[config.mk]
export PLATFORM = sky130hd
export DESIGN_NAME = wlx_word_load_unit
export DESIGN_NICKNAME = d
export VERILOG_FILES = /design/src/logic/wlx_pkg.sv /design/src/logic/wlx_word_load_unit.sv
export SDC_FILE = /design/constraint.sdc
export NUM_CORES = 1
export LEC_CHECK = 0
export ABC_AREA = 1
export ABC_CLOCK_PERIOD_IN_PS = 1800
export BUFFER_PORTS_ARGS = -buffer_cell sky130_fd_sc_hd__buf_2
export CORE_MARGIN = 2
export CORE_UTILIZATION = 35
export DETAILED_ROUTE_END_ITERATION = 8
export PLACE_DENSITY = 0.56
export SLEW_MARGIN = 20
export SYNTH_ARGS = -nofsm -noshare
export SYNTH_HDL_FRONTEND = slang
export SYNTH_SLANG_ARGS = --single-unit
[constraint.sdc]
create_clock -name i_sys_clk -period 1.8 [get_ports i_sys_clk]
set_input_delay 0.18 -clock i_sys_clk [delete_from_list [all_inputs] [get_ports i_sys_clk]]
set_output_delay 0.18 -clock i_sys_clk [all_outputs]
set_load 0.02 [all_outputs]
[src/logic/wlx_pkg.sv]
// Package: constants and carrier types for the word-load execution unit
package wlx_pkg;
	localparam int WLX_XLEN = 64;
	localparam int WLX_PA_W = 32;
	localparam int WLX_IMM_SHIFT = 16;
	localparam logic [2:0] WLX_ACC_WORD = 3'h3;
	localparam logic [1:0] WLX_UNIT_SYSCTL = 2'h0;
	localparam logic [63:0] WLX_DATA_RST = 64'h0;
	localparam logic [WLX_PA_W-1:0] WLX_PA_RST = 32'h0;

	typedef enum logic [2:0] {
		WLX_OP_UPPER_IMM,
		WLX_OP_WORD,
		WLX_OP_COP_WORD,
		WLX_OP_LEFT,
		WLX_OP_RIGHT
	} wlx_op_e;

	typedef struct packed {
		wlx_op_e op;
		logic [1:0] unit;
		logic [4:0] dest;
		logic [15:0] offset;
		logic [63:0] base;
		logic [63:0] dest_old;
	} wlx_req_s;

	typedef struct packed {
		logic [WLX_PA_W-1:0] paddr;
		logic uncached;
		logic [2:0] acc_type;
		logic [31:0] vaddr_lo;
	} wlx_mem_req_s;

	typedef struct packed {
		logic addr_err;
		logic bus_err;
		logic cop_unusable;
		logic reserved_instr;
	} wlx_exc_s;
endpackage

[src/logic/wlx_word_load_unit.sv]
// Word-load execution unit: address formation, translation, memory read and merge
`timescale 1ns/1ps
`default_nettype none

module wlx_word_load_unit
	import wlx_pkg::*;
(
	// Clock and reset
	input wire logic i_sys_clk,
	input wire logic i_rst_b,
	// Instruction request
	input wire logic i_req_valid,
	input wire wlx_req_s i_req,
	output logic o_req_ready,
	// Endianness settings
	input wire logic i_processor_big_endian_setting,
	input wire logic i_memory_big_endian_setting,
	input wire logic i_reverse_endian_setting,
	// Coprocessor usable bits
	input wire logic [3:0] i_cop_usable,
	// Address translation
	output logic o_xlat_valid,
	output logic [63:0] o_xlat_vaddr,
	input wire logic i_xlat_done,
	input wire logic [WLX_PA_W-1:0] i_xlat_paddr,
	input wire logic i_xlat_uncached,
	// Memory read
	output logic o_mem_valid,
	output wlx_mem_req_s o_mem_req,
	input wire logic i_mem_done,
	input wire logic i_mem_bus_err,
	input wire logic [63:0] i_mem_rdata,
	// Register writeback
	output logic o_wb_valid,
	output logic [4:0] o_wb_dest,
	output logic [63:0] o_wb_data,
	// Coprocessor data
	output logic o_cop_valid,
	output logic [1:0] o_cop_unit,
	output logic [4:0] o_cop_dest,
	output logic [31:0] o_cop_data,
	// Exceptions
	output logic o_exc_valid,
	output wlx_exc_s o_exc
);

	typedef enum logic [2:0] {
		WLX_ST_IDLE,
		WLX_ST_XLAT,
		WLX_ST_MEM,
		WLX_ST_DONE
	} wlx_state_e;

	function automatic logic [63:0] wlx_sext32(input logic [31:0] w);
		wlx_sext32 = {{32{w[31]}}, w};
	endfunction

	function automatic logic wlx_is_partial(input wlx_op_e op);
		wlx_is_partial = (op == WLX_OP_LEFT) || (op == WLX_OP_RIGHT);
	endfunction

	wlx_state_e state_reg;
	wlx_req_s req_reg;
	logic [63:0] vaddr_reg;
	logic [63:0] vaddr_next;
	logic [63:0] dest_eff;
	logic [1:0] byte_sel;
	logic word_sel;
	logic [2:0] pa_low;
	logic [2:0] acc_type;
	logic [31:0] mem_word;
	logic [31:0] merged;
	logic align_err;
	logic cop_bad;
	logic cop_unuse;
	logic [5:0] lsh;
	logic [5:0] rsh;
	logic [31:0] lmask;
	logic [31:0] rmask;
	logic last_wb_valid_reg;
	logic [4:0] last_wb_dest_reg;
	logic [63:0] last_wb_data_reg;
	logic byp_reg;

	assign vaddr_next = {{48{i_req.offset[15]}}, i_req.offset} + i_req.base;

	// Bypass from the load written back just before this request
	assign dest_eff = byp_reg ? last_wb_data_reg : req_reg.dest_old;

	assign byte_sel = vaddr_reg[1:0] ^ {2{i_processor_big_endian_setting}};
	assign word_sel = vaddr_reg[2] ^ i_processor_big_endian_setting;
	assign mem_word = word_sel ? i_mem_rdata[63:32] : i_mem_rdata[31:0];
	assign align_err = (vaddr_reg[1:0] != 2'h0) && !wlx_is_partial(req_reg.op);
	assign cop_bad = (req_reg.op == WLX_OP_COP_WORD) && (req_reg.unit == WLX_UNIT_SYSCTL);
	assign cop_unuse = (req_reg.op == WLX_OP_COP_WORD) && !i_cop_usable[req_reg.unit];

	// Byte count minus one for partial loads, full word otherwise
	always_comb begin
		if (req_reg.op == WLX_OP_LEFT) begin
			acc_type = {1'b0, byte_sel};
		end else if (req_reg.op == WLX_OP_RIGHT) begin
			acc_type = {1'b0, ~byte_sel};
		end else begin
			acc_type = WLX_ACC_WORD;
		end
	end

	// Low physical bits after reverse endian and memory endianness
	always_comb begin
		pa_low = i_xlat_paddr[2:0] ^ {3{i_reverse_endian_setting}};
		if (req_reg.op == WLX_OP_LEFT && !i_memory_big_endian_setting) begin
			pa_low = pa_low & 3'h4;
		end else if (req_reg.op == WLX_OP_RIGHT && i_memory_big_endian_setting) begin
			pa_low = pa_low & 3'h4;
		end else if (!wlx_is_partial(req_reg.op)) begin
			pa_low = {pa_low[2], 2'h0};
		end
	end

	// Byte merge for partial loads
	always_comb begin
		lsh = 6'(5'd24 - {byte_sel, 3'h0});
		rsh = 6'({byte_sel, 3'h0});
		lmask = 32'hffffffff << lsh;
		rmask = 32'hffffffff >> rsh;
		merged = mem_word;
		if (req_reg.op == WLX_OP_LEFT) begin
			merged = ((mem_word << lsh) & lmask) | (dest_eff[31:0] & ~lmask);
		end else if (req_reg.op == WLX_OP_RIGHT) begin
			merged = ((mem_word >> rsh) & rmask) | (dest_eff[31:0] & ~rmask);
		end
	end

	// Request ready, high exactly while the sequencer idles
	always_ff @(posedge i_sys_clk or negedge i_rst_b) begin
		if (!i_rst_b) begin
			o_req_ready <= 1'b1;
		end else begin
			case (state_reg)
				WLX_ST_IDLE: o_req_ready <= !i_req_valid;
				WLX_ST_DONE: o_req_ready <= 1'b1;
				default: o_req_ready <= 1'b0;
			endcase
		end
	end

	// Sequencer
	always_ff @(posedge i_sys_clk or negedge i_rst_b) begin
		if (!i_rst_b) begin
			state_reg <= WLX_ST_IDLE;
		end else begin
			case (state_reg)
				WLX_ST_IDLE: begin
					if (i_req_valid) begin
						state_reg <= (i_req.op == WLX_OP_UPPER_IMM) ? WLX_ST_DONE : WLX_ST_XLAT;
					end
				end
				WLX_ST_XLAT: begin
					if (align_err || cop_bad || cop_unuse) begin
						state_reg <= WLX_ST_DONE;
					end else if (i_xlat_done) begin
						state_reg <= WLX_ST_MEM;
					end
				end
				WLX_ST_MEM: begin
					if (i_mem_done) begin
						state_reg <= WLX_ST_DONE;
					end
				end
				WLX_ST_DONE: state_reg <= WLX_ST_IDLE;
				default: state_reg <= WLX_ST_IDLE;
			endcase
		end
	end

	// Request capture
	always_ff @(posedge i_sys_clk or negedge i_rst_b) begin
		if (!i_rst_b) begin
			req_reg <= '0;
			vaddr_reg <= WLX_DATA_RST;
			byp_reg <= 1'b0;
		end else if (state_reg == WLX_ST_IDLE && i_req_valid) begin
			req_reg <= i_req;
			vaddr_reg <= vaddr_next;
			byp_reg <= last_wb_valid_reg && (last_wb_dest_reg == i_req.dest);
		end
	end

	// Translation request
	always_ff @(posedge i_sys_clk or negedge i_rst_b) begin
		if (!i_rst_b) begin
			o_xlat_valid <= 1'b0;
			o_xlat_vaddr <= WLX_DATA_RST;
		end else begin
			o_xlat_valid <= (state_reg == WLX_ST_IDLE && i_req_valid && i_req.op != WLX_OP_UPPER_IMM);
			if (state_reg == WLX_ST_IDLE && i_req_valid) begin
				o_xlat_vaddr <= vaddr_next;
			end
		end
	end

	// Memory read issue, only after translation
	always_ff @(posedge i_sys_clk or negedge i_rst_b) begin
		if (!i_rst_b) begin
			o_mem_valid <= 1'b0;
			o_mem_req <= '0;
		end else begin
			o_mem_valid <= (state_reg == WLX_ST_XLAT) && i_xlat_done && !(align_err || cop_bad || cop_unuse);
			if (state_reg == WLX_ST_XLAT && i_xlat_done) begin
				o_mem_req.paddr <= {i_xlat_paddr[WLX_PA_W-1:3], pa_low};
				o_mem_req.uncached <= i_xlat_uncached;
				o_mem_req.acc_type <= acc_type;
				o_mem_req.vaddr_lo <= vaddr_reg[31:0];
			end
		end
	end

	// Writeback, coprocessor data and exceptions
	always_ff @(posedge i_sys_clk or negedge i_rst_b) begin
		if (!i_rst_b) begin
			o_wb_valid <= 1'b0;
			o_wb_dest <= 5'h0;
			o_wb_data <= WLX_DATA_RST;
			o_cop_valid <= 1'b0;
			o_cop_unit <= 2'h0;
			o_cop_dest <= 5'h0;
			o_cop_data <= 32'h0;
			o_exc_valid <= 1'b0;
			o_exc <= '0;
		end else begin
			o_wb_valid <= 1'b0;
			o_cop_valid <= 1'b0;
			o_exc_valid <= 1'b0;
			o_exc <= '0;
			if (state_reg == WLX_ST_IDLE && i_req_valid && i_req.op == WLX_OP_UPPER_IMM) begin
				o_wb_valid <= 1'b1;
				o_wb_dest <= i_req.dest;
				o_wb_data <= wlx_sext32({i_req.offset, 16'h0});
			end else if (state_reg == WLX_ST_XLAT && (align_err || cop_bad || cop_unuse)) begin
				o_exc_valid <= 1'b1;
				o_exc.addr_err <= align_err && !cop_bad && !cop_unuse;
				o_exc.reserved_instr <= cop_bad;
				o_exc.cop_unusable <= cop_unuse && !cop_bad;
			end else if (state_reg == WLX_ST_MEM && i_mem_done) begin
				if (i_mem_bus_err) begin
					o_exc_valid <= 1'b1;
					o_exc.bus_err <= 1'b1;
				end else if (req_reg.op == WLX_OP_COP_WORD) begin
					o_cop_valid <= 1'b1;
					o_cop_unit <= req_reg.unit;
					o_cop_dest <= req_reg.dest;
					o_cop_data <= mem_word;
				end else begin
					o_wb_valid <= 1'b1;
					o_wb_dest <= req_reg.dest;
					o_wb_data <= wlx_sext32(merged);
				end
			end
		end
	end

	// Last writeback kept for the bypass
	always_ff @(posedge i_sys_clk or negedge i_rst_b) begin
		if (!i_rst_b) begin
			last_wb_valid_reg <= 1'b0;
			last_wb_dest_reg <= 5'h0;
			last_wb_data_reg <= WLX_DATA_RST;
		end else if (o_wb_valid) begin
			last_wb_valid_reg <= 1'b1;
			last_wb_dest_reg <= o_wb_dest;
			last_wb_data_reg <= o_wb_data;
		end else if (state_reg == WLX_ST_IDLE && i_req_valid) begin
			last_wb_valid_reg <= 1'b0;
		end
	end

	property p_upper_imm;
		@(posedge i_sys_clk) disable iff (!i_rst_b)
		(state_reg == WLX_ST_IDLE && i_req_valid && i_req.op == WLX_OP_UPPER_IMM) |=>
		(o_wb_valid && o_wb_data[15:0] == 16'h0 && o_wb_data[63:32] == {32{o_wb_data[31]}});
	endproperty
	a_upper_imm: assert property (p_upper_imm) else $error("upper immediate result wrong");

	property p_vaddr;
		@(posedge i_sys_clk) disable iff (!i_rst_b)
		(state_reg == WLX_ST_IDLE && i_req_valid && i_req.op != WLX_OP_UPPER_IMM) |=>
		(o_xlat_valid && o_xlat_vaddr == $past(i_req.base) + {{48{$past(i_req.offset[15])}}, $past(i_req.offset)});
	endproperty
	a_vaddr: assert property (p_vaddr) else $error("virtual address wrong");

	property p_mem_after_xlat;
		@(posedge i_sys_clk) disable iff (!i_rst_b)
		$rose(o_mem_valid) |-> $past(i_xlat_done) && $past(state_reg == WLX_ST_XLAT);
	endproperty
	a_mem_after_xlat: assert property (p_mem_after_xlat) else $error("read issued before translation");

	property p_sext;
		@(posedge i_sys_clk) disable iff (!i_rst_b)
		o_wb_valid |-> o_wb_data[63:32] == {32{o_wb_data[31]}};
	endproperty
	a_sext: assert property (p_sext) else $error("writeback not sign-extended");

	property p_align;
		@(posedge i_sys_clk) disable iff (!i_rst_b)
		(state_reg == WLX_ST_XLAT && !wlx_is_partial(req_reg.op) && vaddr_reg[1:0] != 2'h0
			&& !cop_bad && !cop_unuse) |=> (o_exc_valid && o_exc.addr_err && !o_mem_valid);
	endproperty
	a_align: assert property (p_align) else $error("missing address error");

	property p_no_partial_align;
		@(posedge i_sys_clk) disable iff (!i_rst_b)
		(state_reg == WLX_ST_XLAT && wlx_is_partial(req_reg.op)) |=> !o_exc.addr_err;
	endproperty
	a_no_partial_align: assert property (p_no_partial_align) else $error("partial load alignment error");

	property p_sysctl;
		@(posedge i_sys_clk) disable iff (!i_rst_b)
		(state_reg == WLX_ST_XLAT && cop_bad) |=> (o_exc_valid && o_exc.reserved_instr && !o_cop_valid);
	endproperty
	a_sysctl: assert property (p_sysctl) else $error("system control unit load accepted");

	property p_bus_err;
		@(posedge i_sys_clk) disable iff (!i_rst_b)
		(state_reg == WLX_ST_MEM && i_mem_done && i_mem_bus_err) |=> (o_exc.bus_err && !o_wb_valid);
	endproperty
	a_bus_err: assert property (p_bus_err) else $error("bus error not raised");

	c_word: cover property (@(posedge i_sys_clk) disable iff (!i_rst_b)
		o_wb_valid && req_reg.op == WLX_OP_WORD);
	c_left: cover property (@(posedge i_sys_clk) disable iff (!i_rst_b)
		o_wb_valid && req_reg.op == WLX_OP_LEFT);
	c_cop: cover property (@(posedge i_sys_clk) disable iff (!i_rst_b) o_cop_valid);

endmodule // wlx_word_load_unit

`default_nettype wire

After elaboration in Yosys (flattened, before gate mapping)
Index checks and enable logic that the tools add are counted.

cells by class
  $add $sub $neg = 2
  magnitude comparators = 1
  eq/ne operators = 13
  shifts and indexed selects = 4
  mux-type cells = 48
  bitwise logic cells = 15
  reductions and logical operators = 36

operator list
  operator               number
  $mux 64                5
  $and 32x32->32         4
  $mux 32                4
  $add 64x64->64         1
  $not 32->32            2
  $or 32x32->32          2
  $shl 32x6->32          1
  $shl 32x6->32 const A  1
  $shr 32x5->32          1
  $shr 32x5->32 const A  1
  $mux 5                 5
  $mux 1                 19
  $logic_and 1x1->1      16
  $mux 3                 5
  $eq 3x2->1 const B     4
  $mux 2                 6
  $pmux 3 s3             1
  $ne 2x2->1 const B     4
  $logic_not 1->1        7
  $logic_not 3->1        2
  $reduce_bool 2->1      3
  $sub 5x5->6 const A    1
  $eq 5x5->1             1
  $reduce_and 5->1       1
  other kinds (18)       22

storage, ports and cells
  bits in registers = 334
  logic and storage cells = 148

Depth between registers and ports, before layout
  depth after elaboration = 12
  depth in mapped cells = 16
  gate-level depth less buffers = 16

Worst setup path after synthesis
OpenSTA, ideal clock, no wires.

  path type = reg2reg
  start point = register state_reg[0]
  end point = register o_wb_data[18]
  setup time = 117 ps
  arrival = 1717 ps
  required time = 1683 ps
  path slack = -35 ps
  cell stages (with the launch flop) = 12
  buffers on the path = 1
  clock period less this slack = 1835 ps
  cell sequence = dfrtp_1 -> inv_1 -> ha_1 -> nand2_1 -> inv_1 -> nand2_1 -> clkbuf_1 -> o21ai_0 -> nor3_1 -> nand2_1 -> nand3_1 -> nand2_1

on the way
  word-level cells in the longest chain between the ends = 5
  elaborated cells between the ends (all ways) = 13

RTL lines
  what                                                       line                       source
  from (decl)                                                wlx_word_load_unit.sv:62   wlx_state_e state_reg;
  from (signal assigned)                                     wlx_word_load_unit.sv:155  state_reg <= (i_req.op == WLX_OP_UPPER_IMM) ? WLX_ST_DONE : WLX_ST_XLAT;
  $logic_not 3->1                                            wlx_word_load_unit.sv:235  if (state_reg == WLX_ST_IDLE && i_req_valid && i_req.op == WLX_OP_UPPER_IMM) begin
  $logic_and 1x1->1 (2 in a row)                             wlx_word_load_unit.sv:235
  $ne 2x2->1 (no source line), or another cell as far along  -
  $reduce_and 4->1 (no source line)                          -
  to (signal assigned)                                       wlx_word_load_unit.sv:238  o_wb_data <= wlx_sext32({i_req.offset, 16'h0});
  to (signal assigned)                                       wlx_word_load_unit.sv:256  o_wb_data <= wlx_sext32(merged);
  to (decl)                                                  wlx_word_load_unit.sv:36   output logic [63:0] o_wb_data,

Parallel ways exist; a longest one is shown, timed or not.
A chain may end at the register's enable or synchronous reset.

Worst setup path in the final report
  start point = register req_reg[151] in the netlist's numbering
  end point = register o_cop_data[20]

on the way
  word-level cells in the longest chain between the ends = 9
  elaborated cells between the ends (all ways) = 13

RTL lines
  what                                      line                       source
  from (decl)                               wlx_word_load_unit.sv:63   wlx_req_s req_reg;
  from (signal assigned)                    wlx_word_load_unit.sv:183  req_reg <= i_req;
  $eq 3x2->1 or $eq 3x3->1 (tied branches)  wlx_word_load_unit.sv:59   wlx_is_partial = (op == WLX_OP_LEFT) || (op == WLX_OP_RIGHT);
  $logic_or 1x1->1                          wlx_word_load_unit.sv:59
  $logic_not 1->1                           -
  $logic_and 1x1->1                         wlx_word_load_unit.sv:93   assign align_err = (vaddr_reg[1:0] != 2'h0) && !wlx_is_partial(req_reg.op);
  $logic_or 1x1->1 (2 in a row)             wlx_word_load_unit.sv:239  end else if (state_reg == WLX_ST_XLAT && (align_err || cop_bad || cop_unuse)) begin
  $logic_and 1x1->1                         wlx_word_load_unit.sv:239
  $not 1->1 (no source line)                -
  $reduce_and 5->1 (no source line) *       -
  to (signal assigned)                      wlx_word_load_unit.sv:252  o_cop_data <= mem_word;
  to (decl)                                 wlx_word_load_unit.sv:41   output logic [31:0] o_cop_data,

Mark *: on every way between the ends. The rest lies on a longest branch, timed or not.

==> metrics.yaml <==
status: "complete, but fails checks"
failed_checks: "negative setup slack"
tightest_slew_ns: 0.568
grt_pass1_wl_mm: 128
async_reset_ff_frac: 1.00
die-area_um2: 58800
final_util: 0.554
antennaDiodeCount: 0
via_count: 22799
dp_hpwl_mm: 64.8
coreArea_um2: 56300
num_rows: 87
fin_crit_ns: 2.03
gp_congestion: 0.942
crit_chain: "nor3_4 -> nand3_2 -> nand2_4 -> nor2_4 -> inv_2 -> nand2_4 -> nand4_1 -> buf_6 -> buf_16 -> buf_12 -> clkinv_16 -> nand2_2 -> nand2_2"
clk_path_buf_depth: 3
cp_data_required_time_ns: 2.25
grt_start_max_net_pins: 114
viasPerCell: 4.76
synth_edf_count: 0
fp.dieH_um: 243
cp_data_arrival_time_ns: 2.48
finalClockSkew_ns: 0.0335
yosysUniqueCellTypes: 47
final_cell_mix: "nand2_1 (1186), buf_2 (478), inv_1 (440)"
leakage_nw: 17.1
syn_nets: 3421
syn_inst: 3089
wl_per_cell_um: 18.1
p_per_area_nw_per_um2: 1410
timing.hold.ws_ns: 0.0259
crit_path_max_fanout: 7
largest_register_ff_count: 67
setup_violations: 84
drv_slew: 0
endpoint_kind: "register"
multi_input_area_um2: 12300
seq_area_um2: 7510
fmax_ghz: 0.493
clk_pin_slew_ns: 0.06
ys_seq_area_frac: 0.377
synth_top_area_cell: "dfrtp_1"
grt-ovfl-total: 0
portBuffers: 480
wl_mm: 86.8
tns_ns: -12.68
syn_area_um2: 19900
final_nets: 4341
fillers: 5424
hold_path_class: "primary input to register"
cts_tree: "yes"
postPlaceCellArea_um2: 25800
clk_latency_ns: 0.56
cts_made_buffers: 36
p_total_w: 0.0441
chipWidth_um: 243
worstSetupPathType: "register to register"
timing.final.crit_share: 1.13
drc: 0
maxCapViolCount: 0
drt.antenna.violating_nets: 0
final_layout_size_suffix_gt1_frac: 0.359
start_kind: "register"
setup_ws_ns: -0.228
synth_seq_cells: 300
io_pins: 514
antenna_found_initial: 7
grt_pass1_vias: 22188
synthTopCellsByArea: "dfrtp_1 (38%), nand2_1 (25%), inv_1 (8.5%), o21ai_0 (4.6%), nand3_1 (4.3%)"
gr-usage-all-layers: 0.281
area_growth_pct: 56.6
finalInstanceArea_um2: 31200
finalHoldViolCount: 0
rsz0062_at_grt: "yes"
start_util: 0.354
cp_slowest_stage_delay_ns: 0.44
synth_ff_type: "dfrtp_1"
avgSynthCellArea_um2: 6.45
dr.first_iter.drc_count: 1559
slew_headroom: 0.621
cts.sinks: 300
cp_slowest_cell: "dfrtp_2"
peakVddDrop_mv: 0.806
ys_warn_count: 0
final_common_cell: "nand2_1"
dr.pass1.iters: 6
h-tree-depth: 2
cts-root-buf: "clkbuf_16"
yosysTopAreaCellShare: 0.376
## metal layers
| layer | global-route usage | up-vias | routed length (um) |
|---|---|---|---|
| met3 | 0.0471 | 164 | 4980 |
| met4 | 0.106 | 14 | 3420 |
| li1 | - | 11323 | - |
| met2 | 0.486 | 707 | 42300 |
| met1 | 0.351 | 10591 | 36100 |
| met5 | 0 | - | 80 |
## area by class of cell
cell class	count	share of cell area
tap	756	0.0303
clock inverter	17	0.00670
timing repair inverter	1	0.000361
timing repair buffer	1006	0.238
multi-input combinational	2201	0.394
sequential	300	0.241
inverter	463	0.0574
clock buffer	47	0.0324
## critical path: cells and delay by family, from the launching register on
family	cells	cell delay, ns
buffers and inverters	5	0.58
flip-flops	1	0.44
AND/OR/NAND/NOR	8	0.89
## metrics by stage
step                setup WS [ns]  cells
floorplan                  0.0159   3089
global placement           -0.590   4575
detailed placement         -0.601   4575
CTS                        -0.231   4759
global route               -0.297   4791
finish                     -0.228   4791
## what timing repair did
item                                   CTS  global route
setup endpoints to repair               80           142
hold buffers                            85             0
endpoints found under the hold margin  220             0
gates cloned                            11             9
pin swaps                               71           104
buffers inserted                        26            34
resized for setup                      264           399
## kinds of logic (layout without fill, tap and decap cells)
group	Yosys count	count (layout)	synth area share
muxes	5	5	0.00251
xor gates and xnor gates	35	35	0.0161
and+or+nand+nor	1748	1749	0.350
other	1	1	0.000188
AOI/OAI and AO/OA	343	343	0.0908
DFF	300	300	0.377
buffers and inverters	589	1534	0.120
adders and majority gates	68	68	0.0431
## path summary, 6_finish.rpt
path                                    from          endpoint  slack (ns)  cells after the start
worst max-delay path            req_reg[151]    o_cop_data[20]       -0.23                     13
worst min-delay path              i_req[127]  o_xlat_vaddr[63]        0.03                      6
worst max register to register  req_reg[151]    o_cop_data[20]       -0.23                     13
worst min register to register  o_mem_req[6]      o_mem_req[6]        0.47                      2
max in group asynchronous            i_rst_b       o_req_ready        0.88                      3
min in group asynchronous            i_rst_b     o_mem_req[38]        0.21                      2
## synthesized netlist by cell type, types with 4 or more instances
| master | n |
|---|---|
| nand3_1 | 171 |
| nand2_2 | 6 |
| o211ai_1 | 12 |
| inv_2 | 9 |
| o22ai_1 | 8 |
| nand2_1 | 1342 |
| nand3b_1 | 4 |
| nor3_1 | 15 |
| or2_2 | 15 |
| o21ai_1 | 54 |
| nor4_1 | 7 |
| a21oi_1 | 68 |
| buf_1 | 8 |
| nand4_1 | 10 |
| nor2_1 | 162 |
| buf_4 | 38 |
| o21ai_0 | 183 |
| mux2i_1 | 5 |
| buf_2 | 17 |
| xnor2_1 | 31 |
| inv_1 | 453 |
| a22oi_1 | 8 |
| dfrtp_1 | 299 |
| and2_1 | 5 |
| o21bai_1 | 4 |
| clkbuf_1 | 61 |
| ha_1 | 67 |
## where the power goes
group          internal (W)  leakage, nW  switching [W]
Sequential          0.00970         3.82        0.00209
Combinational       0.00956         12.7         0.0150
Clock               0.00456        0.603        0.00313
Note: power is estimated with default switching activity, not from simulation.
